===== config.mk =====
export PLATFORM = sky130hd
export DESIGN_NAME = sport_startup
export DESIGN_NICKNAME = d
export VERILOG_FILES = /design/src/rate_gen.v /design/src/sport_startup.v
export VERILOG_INCLUDE_DIRS = /design/src
export SDC_FILE = /design/constraint.sdc
export NUM_CORES = 1
export LEC_CHECK = 0
export BUFFER_PORTS_ARGS = -buffer_cell sky130_fd_sc_hd__buf_4
export CAP_MARGIN = 20
export CORE_ASPECT_RATIO = 1.75
export CORE_MARGIN = 10
export CORE_UTILIZATION = 45
export CTS_CLUSTER_SIZE = 20
export DETAILED_ROUTE_END_ITERATION = 6
export PLACE_DENSITY = 0.66
export RECOVER_POWER = 25
export SETUP_SLACK_MARGIN = 0.5
export SYNTH_ARGS = -nofsm -noshare
export SYNTH_HDL_FRONTEND = slang
export SYNTH_SLANG_ARGS = --single-unit

===== constraint.sdc =====
create_clock -name aclk -period 1.8 [get_ports aclk]
set_clock_uncertainty 0.05 [all_clocks]
set_input_delay 0.09 -clock aclk [delete_from_list [all_inputs] [get_ports aclk]]
set_output_delay 0.09 -clock aclk [all_outputs]
set_load 0.05 [all_outputs]

===== src/sport_defines.vh =====
// Register offsets, field positions and constants for the serial port start-up block
`ifndef SPORT_DEFINES_VH
`define SPORT_DEFINES_VH

`define OFF_CTRL        8'h00
`define OFF_RATE_GEN    8'h04
`define OFF_TX_HOLD     8'h08
`define OFF_RX_DATA     8'h0C
`define OFF_STATUS      8'h10
`define OFF_IRQ_STATUS  8'h14
`define OFF_IRQ_ENABLE  8'h18
`define OFF_IRQ_CLEAR   8'h1C

// Control register fields
`define CTRL_RX_RUN     0
`define CTRL_TX_RUN     1
`define CTRL_RG_RUN     2
`define CTRL_FG_RUN     3
`define CTRL_RX_SEL_LO  4
`define CTRL_RX_SEL_HI  5
`define CTRL_TX_SEL_LO  6
`define CTRL_TX_SEL_HI  7
`define CTRL_PIN_FUNC   8
`define CTRL_WIDTH      9
`define CTRL_RESET      9'h000

// Rate generator register fields
`define RG_DIV_LO       0
`define RG_DIV_HI       7
`define RG_SRC_SEL      8
`define RG_WIDTH        9
`define RG_RESET        9'h001

// Interrupt select encodings
`define SEL_READY       2'h0
`define SEL_FRAME_SYNC  2'h2

// Status bits
`define ST_TX_READY     0
`define ST_RX_READY     1
`define ST_TX_SYNC_ERR  2
`define ST_FIRST_FS     3

// Sticky event bits
`define EV_TX_IRQ       0
`define EV_RX_IRQ       1
`define EV_SYNC_ERR     2
`define EV_FIRST_FS     3
`define EV_WIDTH        4

`define WORD_BITS       32
`define BIT_CNT_W       5
`define BIT_CNT_LAST    5'h1F
`define SHIFT_RESET     32'h00000000
`define SYNC_ERR_WIN    2'h2

`define RESP_OKAY       2'h0
`define RESP_SLVERR     2'h2

`endif


===== src/rate_gen.v =====
// Sample rate generator: divides a selected source into a bit clock enable
`timescale 1ns/1ps
`default_nettype none
`include "sport_defines.vh"

module rate_gen (
  input  wire       aclk,
  input  wire       aresetn,
  input  wire       run,
  input  wire       src_sel,
  input  wire       ext_src_rise,
  input  wire [7:0] divider,
  output reg        bit_clk_q,
  output reg        bit_rise_q
);

  reg  [7:0] cnt_q;
  reg        started_q;
  wire       src_tick;
  wire [8:0] period;
  wire [7:0] half;
  wire [7:0] cnt_inc;

  // Source 0 is the system clock, source 1 the synchronised external source
  assign src_tick = src_sel ? ext_src_rise : 1'b1;
  // One period is divider plus one ticks; a divider of zero leaves the clock high
  assign period  = {1'b0, divider} + 9'h001;
  assign half    = period[8:1];
  assign cnt_inc = cnt_q + 8'h01;

  always @(posedge aclk) begin
    if (!aresetn || !run) begin
      cnt_q      <= 8'h00;
      started_q  <= 1'b0;
      bit_clk_q  <= 1'b0;
      bit_rise_q <= 1'b0;
    end else begin
      bit_rise_q <= 1'b0;
      if (src_tick) begin
        if (!started_q) begin
          // First source edge after start drives the bit clock high
          started_q  <= 1'b1;
          bit_clk_q  <= 1'b1;
          bit_rise_q <= 1'b1;
          cnt_q      <= 8'h00;
        end else if (cnt_q == divider) begin
          cnt_q      <= 8'h00;
          bit_clk_q  <= 1'b1;
          bit_rise_q <= 1'b1;
        end else begin
          cnt_q <= cnt_inc;
          if (cnt_inc == half)
            bit_clk_q <= 1'b0;
        end
      end
    end
  end

endmodule // rate_gen

`default_nettype wire


===== src/sport_startup.v =====
// Serial port transmit/receive start-up core with AXI4-Lite registers
//
// Added by the designer: the AXI4-Lite interface to the registers and the register addresses.
`timescale 1ns/1ps
`default_nettype none
`include "sport_defines.vh"

module sport_startup (
  input  wire        aclk,
  input  wire        aresetn,
  input  wire [7:0]  s_axi_awaddr,
  input  wire        s_axi_awvalid,
  output reg         s_axi_awready,
  input  wire [31:0] s_axi_wdata,
  input  wire [3:0]  s_axi_wstrb,
  input  wire        s_axi_wvalid,
  output reg         s_axi_wready,
  output reg  [1:0]  s_axi_bresp,
  output reg         s_axi_bvalid,
  input  wire        s_axi_bready,
  input  wire [7:0]  s_axi_araddr,
  input  wire        s_axi_arvalid,
  output reg         s_axi_arready,
  output reg  [31:0] s_axi_rdata,
  output reg  [1:0]  s_axi_rresp,
  output reg         s_axi_rvalid,
  input  wire        s_axi_rready,
  input  wire        tx_bit_clock,
  input  wire        tx_frame_sync,
  input  wire        rx_bit_clock,
  input  wire        rx_frame_sync,
  input  wire        rx_data_pin,
  input  wire        rate_gen_source_clock,
  output reg         tx_data_pin_q,
  output reg         generated_bit_clock_q,
  output reg         pin_function_select_q,
  output reg         tx_dma_request_q,
  output reg         rx_dma_request_q,
  output reg         irq_q
);

  // Two-flop synchronisers for all pin inputs
  reg [4:0] meta_q;
  reg [4:0] sync_q;
  reg [4:0] prev_q;
  wire [4:0] pins = {rate_gen_source_clock, rx_frame_sync, rx_bit_clock,
                     tx_frame_sync, tx_bit_clock};
  always @(posedge aclk) begin
    if (!aresetn) begin
      meta_q <= 5'h00;
      sync_q <= 5'h00;
      prev_q <= 5'h00;
    end else begin
      meta_q <= pins;
      sync_q <= meta_q;
      prev_q <= sync_q;
    end
  end
  wire [4:0] rise = sync_q & ~prev_q;
  reg  rx_d_meta_q;
  reg  rx_d_q;
  always @(posedge aclk) begin
    if (!aresetn) begin
      rx_d_meta_q <= 1'b0;
      rx_d_q      <= 1'b0;
    end else begin
      rx_d_meta_q <= rx_data_pin;
      rx_d_q      <= rx_d_meta_q;
    end
  end

  // Registers
  reg [`CTRL_WIDTH-1:0] ctrl_q;
  reg [`RG_WIDTH-1:0]   rg_q;
  reg [31:0]            tx_hold_q;
  reg [31:0]            rx_data_q;
  reg [`EV_WIDTH-1:0]   ev_q;
  reg [`EV_WIDTH-1:0]   ev_en_q;

  wire rx_run = ctrl_q[`CTRL_RX_RUN];
  wire tx_run = ctrl_q[`CTRL_TX_RUN];
  wire [1:0] tx_sel = ctrl_q[`CTRL_TX_SEL_HI:`CTRL_TX_SEL_LO];
  wire [1:0] rx_sel = ctrl_q[`CTRL_RX_SEL_HI:`CTRL_RX_SEL_LO];

  // Rate generator
  wire gen_clk;
  wire gen_rise;
  rate_gen u_rate_gen (
    .aclk         (aclk),
    .aresetn      (aresetn),
    .run          (ctrl_q[`CTRL_RG_RUN]),
    .src_sel      (rg_q[`RG_SRC_SEL]),
    .ext_src_rise (rise[4]),
    .divider      (rg_q[`RG_DIV_HI:`RG_DIV_LO]),
    .bit_clk_q    (gen_clk),
    .bit_rise_q   (gen_rise)
  );

  // Transmitter
  reg        tx_hold_full_q;
  reg        tx_active_q;
  reg [31:0] tx_shift_reg_q;
  reg [4:0]  tx_cnt_q;
  reg        tx_first_q;
  reg        tx_ever_q;
  reg [1:0]  tx_win_q;
  reg        tx_err_q;
  reg        tx_copy;
  wire       tx_fs = rise[1];
  wire       tx_bit = rise[0];
  wire       wr_hold;

  always @(posedge aclk) begin
    if (!aresetn) begin
      tx_active_q    <= 1'b0;
      tx_shift_reg_q <= `SHIFT_RESET;
      tx_cnt_q       <= 5'h00;
      tx_first_q     <= 1'b0;
      tx_ever_q      <= 1'b0;
      tx_win_q       <= 2'h0;
      tx_err_q       <= 1'b0;
      tx_data_pin_q  <= 1'b0;
    end else if (!tx_run) begin
      tx_active_q <= 1'b0;
      tx_cnt_q    <= 5'h00;
      tx_win_q    <= 2'h0;
      tx_first_q  <= 1'b0;
      tx_err_q    <= 1'b0;
    end else begin
      // Spurious sync error window on the very first enable
      if (!tx_ever_q) begin
        tx_ever_q  <= 1'b1;
        tx_first_q <= 1'b1;
      end
      if (tx_first_q && tx_bit) begin
        tx_win_q <= tx_win_q + 2'h1;
        if (tx_win_q + 2'h1 == `SYNC_ERR_WIN)
          tx_first_q <= 1'b0;
      end
      if (tx_first_q && tx_fs)
        tx_err_q <= 1'b1;
      if (tx_fs && tx_active_q && tx_cnt_q != 5'h00)
        tx_err_q <= 1'b1;
      // Shifting starts only on an external frame sync
      if (tx_fs) begin
        tx_active_q <= 1'b1;
        tx_cnt_q    <= `BIT_CNT_LAST;
        // Empty holding register leaves the shift register content in place
        if (tx_hold_full_q)
          tx_shift_reg_q <= tx_hold_q;
        tx_data_pin_q <= tx_hold_full_q ? tx_hold_q[31] : tx_shift_reg_q[31];
      end else if (tx_active_q && tx_bit) begin
        tx_shift_reg_q <= {tx_shift_reg_q[30:0], 1'b0};
        tx_data_pin_q  <= tx_shift_reg_q[30];
        tx_cnt_q       <= tx_cnt_q - 5'h01;
        if (tx_cnt_q == 5'h00)
          tx_active_q <= 1'b0;
      end
    end
  end

  always @* begin
    tx_copy = tx_run && tx_fs && tx_hold_full_q;
  end

  always @(posedge aclk) begin
    if (!aresetn || !tx_run)
      tx_hold_full_q <= 1'b0;
    else if (wr_hold)
      tx_hold_full_q <= 1'b1;
    else if (tx_copy)
      tx_hold_full_q <= 1'b0;
  end

  // Receiver
  reg [31:0] rx_shift_q;
  reg [4:0]  rx_cnt_q;
  reg        rx_active_q;
  reg        rx_full_q;
  wire       rd_rx;
  wire       rx_fs = rise[3];
  wire       rx_done = rx_active_q && rise[2] && rx_cnt_q == 5'h00;
  always @(posedge aclk) begin
    if (!aresetn || !rx_run) begin
      rx_shift_q  <= `SHIFT_RESET;
      rx_cnt_q    <= 5'h00;
      rx_active_q <= 1'b0;
      rx_full_q   <= 1'b0;
      rx_data_q   <= `SHIFT_RESET;
    end else begin
      if (rx_fs) begin
        rx_active_q <= 1'b1;
        rx_cnt_q    <= `BIT_CNT_LAST;
      end else if (rx_active_q && rise[2]) begin
        rx_shift_q <= {rx_shift_q[30:0], rx_d_q};
        rx_cnt_q   <= rx_cnt_q - 5'h01;
        if (rx_cnt_q == 5'h00)
          rx_active_q <= 1'b0;
      end
      if (rx_done) begin
        rx_data_q <= {rx_shift_q[30:0], rx_d_q};
        rx_full_q <= 1'b1;
      end else if (rd_rx)
        rx_full_q <= 1'b0;
    end
  end

  // First frame sync seen locally, usable while sections are still held
  reg first_fs_q;
  always @(posedge aclk) begin
    if (!aresetn)
      first_fs_q <= 1'b0;
    else if (tx_fs || rx_fs)
      first_fs_q <= 1'b1;
  end

  wire tx_ready = tx_run && !tx_hold_full_q;
  wire rx_ready = rx_run && rx_full_q;

  // Interrupt source selection per section
  function irq_src;
    input [1:0] sel;
    input       run;
    input       ready;
    input       fs;
    begin
      if (!run)
        irq_src = 1'b0;
      else if (sel == `SEL_FRAME_SYNC)
        irq_src = fs;
      else
        irq_src = ready;
    end
  endfunction

  wire [`EV_WIDTH-1:0] ev_set;
  assign ev_set[`EV_TX_IRQ]   = irq_src(tx_sel, tx_run, tx_ready, tx_fs);
  assign ev_set[`EV_RX_IRQ]   = irq_src(rx_sel, rx_run, rx_done, rx_fs);
  assign ev_set[`EV_SYNC_ERR] = tx_err_q;
  assign ev_set[`EV_FIRST_FS] = (tx_fs || rx_fs) && !first_fs_q;

  // AXI4-Lite slave
  reg [7:0]  aw_q;
  reg        aw_have_q;
  reg [31:0] w_q;
  reg [3:0]  ws_q;
  reg        w_have_q;
  wire       do_wr = aw_have_q && w_have_q && !s_axi_bvalid;
  wire       wr_hit_ctrl = do_wr && aw_q == `OFF_CTRL;
  assign wr_hold = do_wr && aw_q == `OFF_TX_HOLD;
  wire       wr_clr = do_wr && aw_q == `OFF_IRQ_CLEAR && ws_q[0];
  assign rd_rx = s_axi_arvalid && s_axi_arready && s_axi_araddr == `OFF_RX_DATA;

  function known;
    input [7:0] a;
    begin
      known = a == `OFF_CTRL || a == `OFF_RATE_GEN || a == `OFF_TX_HOLD ||
              a == `OFF_RX_DATA || a == `OFF_STATUS || a == `OFF_IRQ_STATUS ||
              a == `OFF_IRQ_ENABLE || a == `OFF_IRQ_CLEAR;
    end
  endfunction

  always @(posedge aclk) begin
    if (!aresetn) begin
      aw_q          <= 8'h00;
      aw_have_q     <= 1'b0;
      w_q           <= 32'h00000000;
      ws_q          <= 4'h0;
      w_have_q      <= 1'b0;
      s_axi_awready <= 1'b1;
      s_axi_wready  <= 1'b1;
      s_axi_bvalid  <= 1'b0;
      s_axi_bresp   <= `RESP_OKAY;
      ctrl_q        <= `CTRL_RESET;
      rg_q          <= `RG_RESET;
      tx_hold_q     <= `SHIFT_RESET;
      ev_en_q       <= 4'h0;
    end else begin
      if (s_axi_awvalid && s_axi_awready) begin
        aw_q          <= s_axi_awaddr;
        aw_have_q     <= 1'b1;
        s_axi_awready <= 1'b0;
      end
      if (s_axi_wvalid && s_axi_wready) begin
        w_q          <= s_axi_wdata;
        ws_q         <= s_axi_wstrb;
        w_have_q     <= 1'b1;
        s_axi_wready <= 1'b0;
      end
      if (do_wr) begin
        aw_have_q    <= 1'b0;
        w_have_q     <= 1'b0;
        s_axi_bvalid <= 1'b1;
        s_axi_bresp  <= known(aw_q) ? `RESP_OKAY : `RESP_SLVERR;
        if (wr_hit_ctrl) begin
          if (ws_q[0])
            ctrl_q[7:0] <= w_q[7:0];
          if (ws_q[1])
            ctrl_q[`CTRL_PIN_FUNC] <= w_q[`CTRL_PIN_FUNC];
        end
        if (aw_q == `OFF_RATE_GEN) begin
          if (ws_q[0])
            rg_q[7:0] <= w_q[7:0];
          if (ws_q[1])
            rg_q[`RG_SRC_SEL] <= w_q[`RG_SRC_SEL];
        end
        if (wr_hold)
          tx_hold_q <= w_q;
        if (aw_q == `OFF_IRQ_ENABLE && ws_q[0])
          ev_en_q <= w_q[`EV_WIDTH-1:0];
      end
      if (s_axi_bvalid && s_axi_bready) begin
        s_axi_bvalid  <= 1'b0;
        s_axi_awready <= 1'b1;
        s_axi_wready  <= 1'b1;
      end
    end
  end

  // Sticky events: a set in the same cycle as a clear wins
  always @(posedge aclk) begin
    if (!aresetn)
      ev_q <= 4'h0;
    else
      ev_q <= (ev_q & ~(wr_clr ? w_q[`EV_WIDTH-1:0] : 4'h0)) | ev_set;
  end

  always @(posedge aclk) begin
    if (!aresetn) begin
      s_axi_arready <= 1'b1;
      s_axi_rvalid  <= 1'b0;
      s_axi_rdata   <= 32'h00000000;
      s_axi_rresp   <= `RESP_OKAY;
    end else if (s_axi_arvalid && s_axi_arready) begin
      s_axi_arready <= 1'b0;
      s_axi_rvalid  <= 1'b1;
      s_axi_rresp   <= known(s_axi_araddr) ? `RESP_OKAY : `RESP_SLVERR;
      case (s_axi_araddr)
        `OFF_CTRL:       s_axi_rdata <= {23'h000000, ctrl_q};
        `OFF_RATE_GEN:   s_axi_rdata <= {23'h000000, rg_q};
        `OFF_RX_DATA:    s_axi_rdata <= rx_data_q;
        `OFF_STATUS:     s_axi_rdata <= {28'h0000000, first_fs_q, tx_err_q,
                                         rx_ready, tx_ready};
        `OFF_IRQ_STATUS: s_axi_rdata <= {28'h0000000, ev_q};
        `OFF_IRQ_ENABLE: s_axi_rdata <= {28'h0000000, ev_en_q};
        default:         s_axi_rdata <= 32'h00000000;
      endcase
    end else if (s_axi_rvalid && s_axi_rready) begin
      s_axi_rvalid  <= 1'b0;
      s_axi_arready <= 1'b1;
    end
  end

  // Outputs, each from a flop
  always @(posedge aclk) begin
    if (!aresetn) begin
      generated_bit_clock_q <= 1'b0;
      pin_function_select_q <= 1'b0;
      tx_dma_request_q      <= 1'b0;
      rx_dma_request_q      <= 1'b0;
      irq_q                 <= 1'b0;
    end else begin
      generated_bit_clock_q <= gen_clk && gen_rise | gen_clk;
      pin_function_select_q <= ctrl_q[`CTRL_PIN_FUNC];
      tx_dma_request_q      <= tx_ready && !wr_hold;
      rx_dma_request_q      <= rx_ready && !rd_rx;
      irq_q                 <= |(ev_q & ev_en_q);
    end
  end

endmodule // sport_startup

`default_nettype wire

# Word level (Yosys, flattened, before mapping)
# Cells that the tools add are included.
[totals]
reg_bits = 292
in_bits = 65
elab_cells = 215
[op_classes]
n_addsub = 5
eq_ne = 21
n_mux = 45
bitwise = 10
reduce_logical = 85
[op_table]
columns = ["operator", "count"]
rows = [
  ["$pmux 32 s6", 1],
  ["$mux 32", 3],
  ["$eq 8x5->1 const B", 8],
  ["$eq 8x4->1 const B", 4],
  ["$mux 1", 32],
  ["$logic_and 1x1->1", 28],
  ["$mux 5", 4],
  ["$logic_or 1x1->1", 18],
  ["$eq 8x3->1 const B", 2],
  ["$eq 8x8->1", 2],
  ["$logic_not 8->1", 2],
  ["$mux 8", 2],
  ["$reduce_and 2->1", 8],
  ["$reduce_bool 2->1", 8],
  ["$reduce_and 3->1", 5],
  ["$logic_not 5->1", 2],
  ["$sub 5x1->5 const B", 2],
  ["$add 8x1->9 const B", 1],
  ["$logic_not 1->1", 9],
  ["$add 8x1->8 const B", 1],
  ["$and 4x4->4", 2],
  ["$eq 2x2->1 const B", 3],
  ["$reduce_or 2->1", 3],
  ["$and 5x5->5", 1],
  ["12 further kinds", 15],
]

# Depth between registers and ports, before layout
# Gate-level depths: netlist (run 1).
[logic_depth]
depth_word = 9
mapped_depth = 9
mapped_depth_nobuf = 7

# By module
# From an unflattened synthesis (run 1), not the netlist that was laid out.
[hier_totals]
hier_cells = 1343
area_unflattened_um2 = 11478.5
[modules_own_cells]
columns = ["mod", "instances", "cells_each", "area_each_um2", "seq_area_each_um2"]
rows = [
  ["sport_startup", 1, 1236, 10602.7, 5585.4],
  ["rate_gen", 1, 107, 875.8, 220.2],
]

# Least setup slack after synthesis (run 1)
# OpenSTA, ideal clock, no wires.
[synth_path]
path_kind = "reg-to-reg"
startpoint = "register s_axi_bvalid"
endpoint = "register tx_hold_q[3]"
setup_ns = 0.070
arrival_time_ns = 1.828
required_time_ns = 1.680
slack_ns = -0.148
path_stages_with_launch = 8
n_path_buf = 2
cell_sequence = "dfxtp_1 -> nand3b_1 -> nor4_4 -> and3b_1 -> buf_2 -> buf_4 -> nand2_1 -> a21boi_1"
[synth_via]
elab_chain_cells = 4
[synth_lines]
columns = ["element", "line_no", "source"]
rows = [
  ["start: declaration", "sport_startup.v:19", "output reg s_axi_bvalid,"],
  ["start signal: assignment", "sport_startup.v:272", "s_axi_bvalid <= 1'b0;"],
  ["start signal: assignment", "sport_startup.v:293", "s_axi_bvalid <= 1'b1;"],
  ["start signal: assignment", "sport_startup.v:313", "s_axi_bvalid <= 1'b0;"],
  ["$logic_not 1->1 *", "sport_startup.v:248", "wire do_wr = aw_have_q && w_have_q && !s_axi_bvalid;"],
  ["$logic_and 1x1->1 *", "sport_startup.v:248", ""],
  ["$logic_and 1x1->1 (no line)", "--", ""],
  ["$reduce_and 2->1 (no line) *", "--", ""],
  ["end signal: assignment", "sport_startup.v:276", "tx_hold_q <= `SHIFT_RESET;"],
  ["end signal: assignment", "sport_startup.v:308", "tx_hold_q <= w_q;"],
  ["end: declaration", "sport_startup.v:75", "reg [31:0] tx_hold_q;"],
]
# Mark *: on every way between the ends. The rest lies on a longest branch, timed or not.
# A chain may end at the register's enable or synchronous reset.

# Worst setup path in the final report (run 1)
[layout_path]
startpoint = "register aw_q[6]"
endpoint = "register ctrl_q[1]"
[layout_via]
elab_chain_cells = 3
[layout_lines]
columns = ["element", "line_no", "source"]
rows = [
  ["start: declaration", "sport_startup.v:243", "reg [7:0] aw_q;"],
  ["start signal: assignment", "sport_startup.v:280", "aw_q <= s_axi_awaddr;"],
  ["$logic_not 8->1 (no line)", "--", ""],
  ["$logic_and 1x1->1 (no line)", "--", ""],
  ["$reduce_and 3->1 (no line)", "--", ""],
  ["end signal: assignment", "sport_startup.v:274", "ctrl_q <= `CTRL_RESET;"],
  ["end signal: assignment", "sport_startup.v:297", "ctrl_q[7:0] <= w_q[7:0];"],
  ["end signal: indexed assignment", "sport_startup.v:299", "ctrl_q[`CTRL_PIN_FUNC] <= w_q[`CTRL_PIN_FUNC];"],
  ["end: declaration", "sport_startup.v:73", "reg [`CTRL_WIDTH-1:0] ctrl_q;"],
]
# Every way passes these cells.

==> metrics.txt, run 1 <==
area share of the largest cell type after synthesis 0.502; aggregate global routing overflow 0; Final Critical Period approximately 1.9 ns; failing checks negative setup slack; largest stage delay on the critical path ~0.57 ns; Clk Latency, worst-skew pair 0.54 ns; critical hold path startpoint aresetn; Sequential Area between 0.005 and 0.006 mm²; startpoint of the worst setup timing path aw_q[6]$_SDFFE_PN0P_; iteration-0 DRC count of the detailed router a little over 500; total internal power between 10 and 15 mW; Worst EP arrival 2.29 ns; area share of xor/xnor cells in the synthesized design 0.0281; DIE AREA roughly 0.033 mm²; areal power density over the cells 791 mW/mm²; TritonCTS clock tree done; critical-path maximum fanout 8; number of remaining DRC errors 0; GRT Total Usage 0.178; footprint of the multi-input gates 0.00683 mm²; worst slack on hold paths 0.0389 ns; buffer cell driving the clock tree root clkbuf_16; Die Ht 232 µm; share of cell area taken by muxes after synthesis 0.0264; worst-case setup margin in the final layout -0.0815 ns; worst reg2reg path startpoint aw_q[6]$_SDFFE_PN0P_; count leader, synth nand2_1; cell types with the largest area share after synthesis dfxtp_1 50%, nand2_1 12%, a21oi_1 4.2%; overall via count from detail_route between 10000 and 15000; Critical Setup Path Class flop to flop; result of the run finished with violations; clk sink count 289; compound-gate portion of the synthesized area 0.172; share of flip-flops with an asynchronous set or reset 0; combinational family with the most area after synthesis simple AND/OR/NAND/NOR gates; Yosys warning count 0; num ports ~110; sw frac 0.223; antenna cells 0; routed length per instance 17.3 µm; cell accounting for the most synthesized area dfxtp_1; hold violation total from the final report 0; detailed-route wire length 32700 µm; cells after synthesis 1342; portion of total power attributed to sequential cells 0.491; total number of placement rows 77; synthesized area per cell 8.59 µm²; placeable core region 0.0252 mm²; share of cells above drive strength 1 0.354; mean number of vias per cell 5.32; Fillers 1925; Clock Path Buffers 3; Overall Power 13.4 mW; buffer and inverter count on the worst path 1; CP delay by family, top simple AND/OR/NAND/NOR gates; post-synth design cell area 0.0115 mm²; endpoints failing setup 53; number of antenna violations at the first check in global routing 0; core occupancy in the finished layout 0.669; VDD IR-drop max 687 µV; Sw Pwr 2.98 mW; clock transition at the registers of the reported paths 0.07 ns; Critical Path Sink Type flop; slowest stage cell, crit path or4_4; CP Cell Sequence or4_4, nor4_4, buf_4, nand3_4, mux2i_1, nor2b_1; Pins Over Slew Limit 0; global-route wire length before repair 49200 µm; Adder-Cell Fraction of Synth Area 0.00759; post-synthesis register bit count ~290; number of nets with antenna violations after routing 0; Crit path required time approximately 2.2 ns; number of enable flip-flop cells after synthesis 0; pin count of the biggest net entering global routing 72; leakage between 7 and 8 nW; max-capacitance violation count 0; hold crit path type primary input to flop; Routability Congestion 0.814; simple-gate area share of the yosys netlist 0.227; Clk network pwr share 0.452; RSZ-0062 raised after global routing true; Detail Placement HPWL approximately 19000 µm; die width 141 µm; relative slew slack 0.326; transition time of the tightest slew-check pin 1.01 ns; portion of the post-synthesis area used by sequential elements 0.502; distinct cell type count after synthesis 50; Area Growth Syn to Fin 46.4%; net total in the final layout approximately 1600; fraction of the cycle the final worst path needs 1.05; router iterations before antenna repair 5; total number of H-tree levels 1; fmax 0.532 GHz; commonest cells in the netlist 375 x nand2_1, 289 x dfxtp_1, 97 x a21oi_1; commonest register cell after synthesis dfxtp_1; port buffer count ~110; number of global-route vias before repair 9769; Logic pwr share 0.057; Inserted Clock Buffers 26; critical path startpoint category flop; effective utilization at floorplan 0.457
==> registers in the layout (all words and copies together) (netlist names), 5 cells and up <==
name and flops:
s_axi_rdata 32, ctrl_q 9, aw_q 8, sync_q 5
prev_q 5, w_q 32, tx_cnt_q 5, rx_data_q 32
u_rate_gen.cnt_q 8, tx_hold_q 32, tx_shift_reg_q 32, rx_shift_q 31
rx_cnt_q 5, rg_q 9, meta_q 5
==> layout by cell type, fill, tap and decap left out, types with 27 or more instances in the layout <==
master and n:
buf_4 133, nand2_1 298, o211a_1 32, dfxtp_1 264, clkbuf_16 29, a21oi_2 64, a21boi_1 34, buf_6 44
mux2i_1 27, a21oi_1 33, a21boi_0 47, nand2_4 62, dlygate4sd3_1 54, nor2b_1 54, nand3_2 30, a22oi_2 28
==> tightest hold or removal path, cell delays in order <==
cell,delay (ns)
buf_4,0.19
buf_4,0.21
nand2_1,0.08
==> power groups by stage <==
stage               clock network (mW)  logic [mW]  registers (mW)
floorplan                            0       0.334            6.73
global placement                     0       0.621            6.70
detailed placement                   0       0.626            6.70
CTS                               6.12       0.750            6.56
global route                      6.35       0.823            6.57
finish                            6.04       0.759            6.56
==> final timing paths <==
kind                                  to  slack (ns)  depth (start not counted)
setup / recovery  ctrl_q[1]$_SDFFE_PN0P_       -0.08                          6
hold / removal      rg_q[0]$_SDFFE_PN1P_        0.04                          3
setup reg to reg  ctrl_q[1]$_SDFFE_PN0P_       -0.08                          6
hold reg to reg     sync_q[4]$_SDFF_PN0_        0.39                          1
==> metal layers <==
| metal | routed length (µm) | vias to the layer above | global-route usage |
|---|---|---|---|
| li1 | - | 4948 | - |
| met3 | 1070 | 61 | 0.0254 |
| met2 | 18200 | 187 | 0.349 |
| met1 | 12500 | 4839 | 0.187 |
| met5 | 0 | - | 0 |
| met4 | 1040 | 0 | 0.0586 |
==> cell type report <==
type	count	area share
sequential	289	0.345
clock buffer	35	0.0447
timing repair buffer	277	0.169
multi-input combinational	949	0.404
clock inverter	13	0.0112
tap	316	0.0234
inverter	9	0.00215
==> logic make-up (layout without fill, tap and decap cells) <==
| group | Yosys count | in the layout |
|---|---|---|
| AO/OA/AOI/OAI | 291 | 291 |
| XOR/XNOR | 37 | 37 |
| adder cells (fa/ha/maj) | 7 | 7 |
| buffers and inverters | 105 | 334 |
| flip-flops | 289 | 289 |
| multiplexers | 30 | 30 |
| other | 1 | 2 |
| AND/OR/NAND/NOR | 582 | 582 |
==> per-stage QoR <==
step,instance area [µm²],setup TNS [ns],instances,setup slack (ns)
after floorplan,12100,-4.83,1343,-0.130
after global placement,13200,-3.04,1729,-0.162
after detailed placement,13200,-5.32,1729,-0.194
after CTS,16000,-1.46,1873,-0.0606
after global routing,16900,-6.09,1888,-0.161
final,16900,-2.15,1888,-0.0815
==> what timing repair did <==
action                                  4_1_cts  5_1_grt
endpoints found under the setup margin      207      213
pin swaps                                    58       89
gates resized for setup                     187      213
hold endpoints to repair                     73        0
gates cloned                                 14        3
hold buffers                                 55        0
buffers inserted                             27       12
No activity file was read; power rests on OpenSTA's default activity.
==> run 2: changes to the inputs <==
--- a/config.mk
+++ b/config.mk
@@ -6,14 +6,13 @@
 export SDC_FILE = /design/constraint.sdc
 export NUM_CORES = 1
 export LEC_CHECK = 0
-export BUFFER_PORTS_ARGS = -buffer_cell sky130_fd_sc_hd__buf_4
 export CAP_MARGIN = 20
 export CORE_ASPECT_RATIO = 1.75
 export CORE_MARGIN = 10
 export CORE_UTILIZATION = 45
 export CTS_CLUSTER_SIZE = 20
 export DETAILED_ROUTE_END_ITERATION = 6
-export PLACE_DENSITY = 0.66
+export DONT_BUFFER_PORTS = 1
 export RECOVER_POWER = 25
 export SETUP_SLACK_MARGIN = 0.5
 export SYNTH_ARGS = -nofsm -noshare
==> run 2 against run 1 <==
The run ends with negative hold slack, negative setup slack left. Routed wire length is 0.94% lower. Count of clock-buffer cells in the layout increased by 6. Design area fell by 1.6%. Global-route usage increased by 0.62 points. Combinational power is 22% lower. Maximum frequency fell by 3.8%. Register-to-register slack got worse by 0.07 ns. Sequential cell count stayed put. Utilization down 1.1 points. Critical path type unchanged.
==> metrics.txt, run 2 (same netlist as run 1, synthesis figures left out) <==
result of the run finished with violations; failing checks negative hold slack, negative setup slack; portion of total power attributed to sequential cells 0.528 (+0.037); pin count of the biggest net entering global routing 200 (+180%); aggregate global routing overflow 0 (unchanged); number of remaining DRC errors 0 (unchanged); Cells after DPL 1652 (-4.5%); worst-case setup margin in the final layout -0.156 ns (-0.0742 ns); placeable core region 0.0252 mm² (unchanged); GRT Total Usage 0.185 (+0.00622); clk sink count 289 (unchanged); hold crit path type primary input to flop; fraction of the cycle the final worst path needs 1.09 (+0.0412); port buffer count 0 (-100%); mean number of vias per cell 5.36 (+0.88%); sw frac 0.222 (-0.000666); iteration-0 DRC count of the detailed router 460 (-10%); fmax 0.511 GHz (-3.8%); total negative setup slack -5.28 ns (-3.13 ns); die width 141 µm (unchanged); detailed-route wire length 32400 µm (-0.94%); global-route wire length before repair 50500 µm (+2.5%); cell depth of the worst hold path 1 (-2); critical hold path startpoint aresetn; Critical Path Sink Type flop; Fillers 2014 (+4.6%); Sw Pwr 2.77 mW (-7.0%); count of placed standard cells in the final layout, fillers left out 1840 (-2.5%); reg2reg path depth 7 (+1); num ports 112 (unchanged); number of global-route vias before repair 9803 (+0.35%); net total in the final layout 1578 (-2.8%); Logic pwr share 0.048 (-0.009); TritonCTS clock tree done; effective utilization at floorplan 0.457 (unchanged); hold path endpoint s_axi_arready$_SDFFE_PN1P_; Routability Congestion 0.820 (+0.82%); critical-path maximum fanout 8 (unchanged); Clk Latency, worst-skew pair 0.55 ns (about the same); max-capacitance violation count 0 (unchanged); Critical Setup Path Class flop to flop; VDD IR-drop max 722 µV (+5.1%); overall via count from detail_route 9866 (-1.7%); areal power density over the cells 750 mW/mm² (-5.2%); highest-count cells in the layout ignoring fill and taps 284 x nand2_1, 266 x dfxtp_1, 71 x dlygate4sd3_1, 70 x a21oi_2, 67 x nand2_4; share of cells above drive strength 1 0.320 (-0.0348); leakage 6.66 nW (-8.0%); Crit path required time 2.18 ns (-0.03 ns); clock transition at the registers of the reported paths 0.07 ns (about the same); Clock Path Buffers 3 (unchanged); antenna cells 0 (unchanged); DIE AREA 0.0327 mm² (unchanged); critical path startpoint category flop; Die Ht 232 µm (unchanged); slack of the worst reg-to-reg path -0.16 ns (-0.07 ns); buffer cell driving the clock tree root clkbuf_16; Pins Over Slew Limit 0 (unchanged); total number of H-tree levels 1 (unchanged); endpoints failing setup 56 (+5.7%); Inserted Clock Buffers 26 (unchanged); worst slack on hold paths -0.410 ns (-0.449 ns); most common cell after layout, fill and taps aside nand2_1; transition time of the tightest slew-check pin 0.805 ns (-0.207 ns); RR Endpoint rg_q[0]$_SDFFE_PN1P_; worst reg2reg path startpoint aw_q[6]$_SDFFE_PN0P_; RSZ-0062 raised after global routing true; hold violation total from the final report 178 (+178); Clk network pwr share 0.425 (-0.027); router iterations before antenna repair 5 (unchanged); routed length per instance 17.6 µm (+1.6%); total number of placement rows 77 (unchanged); Final Critical Period 1.96 ns (+0.0742 ns); number of nets with antenna violations after routing 0 (unchanged); relative slew slack 0.464 (+0.138); Detail Placement HPWL 18000 µm (-6.0%); total internal power 9.69 mW (-6.7%); Worst EP arrival 2.34 ns (+0.05 ns); number of antenna violations at the first check in global routing 0 (unchanged); Area Growth Syn to Fin 44.1%
[run 2: final cells by class]
cell class | instances | area (µm²) | area share
clock buffer | 41 | 768 | 0.0462
clock inverter | 5 | 26.3 | 0.00158
inverter | 9 | 38.8 | 0.00233
multi-input combinational | 949 | 6890 | 0.414
sequential | 289 | 5830 | 0.351
tap | 316 | 395 | 0.0238
timing repair buffer | 231 | 2670 | 0.161
[run 2: power groups by stage]
stage	sequential (mW)	clock [mW]	combinational (mW)
2_1_floorplan	6.73	0	0.334
3_3_place_gp	6.72	0	0.408
3_5_place_dp	6.72	0	0.414
4_1_cts	6.57	5.42	0.554
5_1_grt	6.58	5.63	0.644
6_report	6.57	5.29	0.594
[run 2: critical path: stages (launching register included)]
cell	delay (ns)
dfxtp_2	0.32
or4_4	0.55
buf_4	0.15
nor3_2	0.11
buf_4	0.18
nand4_4	0.20
mux2i_1	0.23
nand2_1	0.06
[run 2: how the worst max path moves through the flow]
stage | slack, ns | startpoint | end
floorplan | -0.13 | aw_q[6]$_SDFFE_PN0P_ | tx_hold_q[3]$_SDFFE_PN0P_
global placement | -0.20 | aw_q[6]$_SDFFE_PN0P_ | ctrl_q[5]$_SDFFE_PN0P_
detailed placement | -0.22 | aw_q[6]$_SDFFE_PN0P_ | ctrl_q[0]$_SDFFE_PN0P_
CTS | -0.12 | aw_q[6]$_SDFFE_PN0P_ | tx_hold_q[24]$_SDFFE_PN0P_
global route | -0.24 | aw_q[6]$_SDFFE_PN0P_ | rg_q[2]$_SDFFE_PN0P_
finish | -0.16 | aw_q[6]$_SDFFE_PN0P_ | rg_q[0]$_SDFFE_PN1P_
[run 2: metal layers]
metal	track usage	share of wire
met1	0.203	0.39
met2	0.342	0.53
met3	0.0311	0.045
met4	0.0712	0.033
met5	0	0
[run 2: repair_timing]
action | 4_1_cts | 5_1_grt
setup endpoints to repair | 204 | 243
setup buffers | 31 | 13
pin swaps | 80 | 93
resized for setup | 210 | 218
hold buffers | 70 | 2
endpoints found under the hold margin | 276 | 189
gates cloned | 20 | 6
[run 2: metrics by stage]
| stage | total power, mW | cell area [µm²] | util | setup WS, ns |
|---|---|---|---|---|
| floorplan | 7.07 | 12100 | - | -0.130 |
| global placement | 7.13 | 12700 | 0.501 | -0.198 |
| detailed placement | 7.13 | 12700 | 0.501 | -0.218 |
| CTS | 12.5 | 15600 | 0.618 | -0.125 |
| global route | 12.9 | 16600 | 0.658 | -0.242 |
| finish | 12.5 | 16600 | 0.658 | -0.156 |
==> run 3: changes to the inputs <==
--- a/config.mk
+++ b/config.mk
@@ -17,4 +17,5 @@
 export SETUP_SLACK_MARGIN = 0.5
 export SYNTH_ARGS = -nofsm -noshare
 export SYNTH_HDL_FRONTEND = slang
+export SYNTH_HIERARCHICAL = 1
 export SYNTH_SLANG_ARGS = --single-unit
==> run 3 against run 2 <==
Non-clock buffer count up 58. Sequential share of layout area down 1.4 points. Sequential power about the same. Routed wire length up 19%. The run still ends with negative hold slack, negative setup slack left. Sequential cell count unchanged. Clock power up 15%. Largest cell class unchanged. Global-route usage up 2.4 points. Via count up 9.1%. Design area up 4.5%. Register-to-register slack better by 0.09 ns.
==> metrics.txt, run 3 <==
result of the run finished with violations; failing checks negative hold slack, negative setup slack; fraction of the cycle the final worst path needs 1.03 (-0.0519); total number of H-tree levels 1 (unchanged); buffer and inverter count on the worst path 0 (-2); max-capacitance violation count 0 (unchanged); CP Cell Sequence or4_1, or4_4, or3_1, a21oi_1; startpoint of the worst setup timing path aw_q[0]$_SDFFE_PN0P_; Final Critical Period 1.86 ns (-0.0935 ns); Pins Over Slew Limit 0 (unchanged); Critical Setup Path Class flop to flop; relative slew slack 0.190 (-0.274); hold violation total from the final report 5 (-97%); total negative setup slack -0.747 ns (+4.54 ns); aggregate global routing overflow 0 (unchanged); largest stage delay on the critical path 0.51 ns (-0.04 ns); reg2reg path depth 4 (-3); port buffer count 0 (unchanged); Inserted Clock Buffers 27 (+3.8%); worst slack on hold paths -0.0235 ns (+0.387 ns); total number of placement rows 77 (unchanged); sw frac 0.225 (+0.00249); placeable core region 0.0251 mm² (-0.38%); fmax 0.537 GHz (+5.0%); Worst path depth 4 (-3); VDD IR-drop max 883 µV (+22%); Cells after DPL 1648 (-0.24%); slowest stage cell, crit path or4_1; Critical Path Sink Type flop; critical path startpoint category flop; TritonCTS clock tree done; areal power density over the cells 772 mW/mm² (+2.9%); effective utilization at floorplan 0.456 (-0.00119); Clk network pwr share 0.455 (+0.030); Yosys warning count 6 (+6); most common cell after layout, fill and taps aside nand2_1; worst-case setup margin in the final layout -0.0622 ns (+0.0935 ns); Area Growth Syn to Fin 51.6%; DIE AREA 0.0325 mm² (-0.57%); critical-path maximum fanout 3 (-5); detailed-route wire length 38600 µm (+19%); Routability Congestion 0.808 (-1.5%); clk sink count 289 (unchanged); Worst EP arrival 2.28 ns (-0.06 ns); count of placed standard cells in the final layout, fillers left out 1906 (+3.6%); highest-count cells in the layout ignoring fill and taps 290 x nand2_1, 258 x dfxtp_1, 126 x dlygate4sd3_1, 100 x a21oi_2, 83 x buf_4; Detail Placement HPWL 19600 µm (+8.9%); worst reg2reg path startpoint aw_q[0]$_SDFFE_PN0P_; die width 141 µm (-0.28%); cells after synthesis 1342 (unchanged); slack of the worst reg-to-reg path -0.06 ns (+0.09 ns); capture point of the critical path ctrl_q[8]$_SDFFE_PN0P_; number of global-route vias before repair 10700 (+9.3%); synthesized area per cell 8.54 µm² (-0.64%); pin count of the biggest net entering global routing 85 (-57%); number of antenna violations at the first check in global routing 1 (+1); Fillers 1797 (-11%); portion of total power attributed to sequential cells 0.488 (-0.040); overall via count from detail_route 10800 (+9.1%); Crit path required time 2.22 ns (+0.04 ns); GRT Total Usage 0.209 (+0.0242); transition time of the tightest slew-check pin 1.22 ns (+0.411 ns); net total in the final layout 1641 (+4.0%); setup slack at placement -0.0477 ns (+0.170 ns); Sw Pwr 3.01 mW (+8.8%); RR Endpoint ctrl_q[8]$_SDFFE_PN0P_; CP delay by family, top simple AND/OR/NAND/NOR gates; leakage 6.56 nW (-1.6%); num ports 112 (unchanged); router iterations before antenna repair 5 (unchanged); clock transition at the registers of the reported paths 0.07 ns (about the same); Clk Latency, worst-skew pair 0.54 ns (about the same); number of nets with antenna violations after routing 0 (unchanged); hold crit path type primary input to flop; Clock Path Buffers 3 (unchanged); share of cells above drive strength 1 0.339 (+0.0197); buffer cell driving the clock tree root clkbuf_16; mean number of vias per cell 5.65 (+5.3%); global-route wire length before repair 56200 µm (+11%); endpoints failing setup 29 (-48%); RSZ-0062 raised after global routing true; Die Ht 231 µm (-0.29%); Logic pwr share 0.057 (+0.009); Overall Power 13.4 mW (+7.6%); post-synth design cell area 0.0115 mm² (-0.64%); iteration-0 DRC count of the detailed router 555 (+21%); total internal power 10.4 mW (+7.3%); number of remaining DRC errors 0 (unchanged); routed length per instance 20.2 µm (+15%)
run 3: cell types whose count changed in the layout (fill, tap and decap cells not counted), moves of 26 or more:
cell,before,now
dlygate4sd3_1,71,126
a21boi_0,49,0
a21oi_1,27,75
nor2b_1,55,10
a21boi_1,32,0
o211a_1,32,0
a21oi_2,70,100
a311oi_2,1,31
mux2i_1,27,55
nor2_1,25,51
run 3: through the flow:
stage / hold WS [ns] / utilization / cell area [µm²]
final: -0.0235 / 0.691 / 17400
after detailed placement: 0.136 / 0.495 / 12400
after CTS: 0.00800 / 0.643 / 16200
after global routing: 0.00900 / 0.691 / 17400
after global placement: 0.132 / 0.495 / 12400
after floorplan: 0.129 / - / 11900
run 3: per-layer routing:
layer / GRT usage / share of wire / up-vias
met2: 0.394 / 0.53 / 302
met4: 0.0936 / 0.057 / 0
met3: 0.0412 / 0.055 / 120
met5: 0 / 0 / -
li1: - / - / 5062
met1: 0.215 / 0.35 / 5276
run 3: power by group through the flow:
stage	clock network (mW)	logic (mW)	registers, mW
finish	6.10	0.761	6.55
global placement	0	0.483	6.70
global route	6.40	0.818	6.55
CTS	6.20	0.722	6.54
floorplan	0	0.335	6.73
detailed placement	0	0.487	6.70
run 3: worst min-delay path: stages:
cell and delay, ns:
and2_4 0.16, buf_12 0.15, nand2_1 0.06, a21oi_1 0.05
run 3: worst min-delay path by stage:
| stage | startpoint | endpoint | slack (ns) | cells after the start |
|---|---|---|---|---|
| 6_report | s_axi_wvalid | w_q[23]$_SDFFE_PN0P_ | -0.02 | 4 |
| 4_1_cts | s_axi_araddr[2] | s_axi_rdata[1]$_SDFFE_PN0P_ | 0.008 | 4 |
| 5_1_grt | s_axi_wvalid | w_q[10]$_SDFFE_PN0P_ | 0.009 | 4 |
| 3_3_place_gp | s_axi_wvalid | s_axi_wready$_SDFFE_PP1P_ | 0.13 | 1 |
| 2_1_floorplan | s_axi_wvalid | s_axi_wready$_SDFFE_PP1P_ | 0.13 | 1 |
| 3_5_place_dp | s_axi_wvalid | s_axi_wready$_SDFFE_PP1P_ | 0.14 | 1 |
run 3: area by class of cell:
class | count | area (µm²) | area share
flip-flops and latches | 289 | 5860 | 0.337
multi-input cells | 947 | 6890 | 0.396
diodes | 1 | 2.50 | 0.000144
clock inverters | 12 | 161 | 0.00929
clock buffers | 37 | 783 | 0.0451
repair buffers | 289 | 3220 | 0.186
inverters | 15 | 56.3 | 0.00324
well taps | 316 | 395 | 0.0228
run 3: what timing repair did:
action	4_1_cts	5_1_grt
endpoints found under the setup margin	220	269
pin swaps	51	95
hold buffers	130	0
hold endpoints to repair	194	0
resized for setup	219	220
cloned	12	9
buffers inserted	29	28
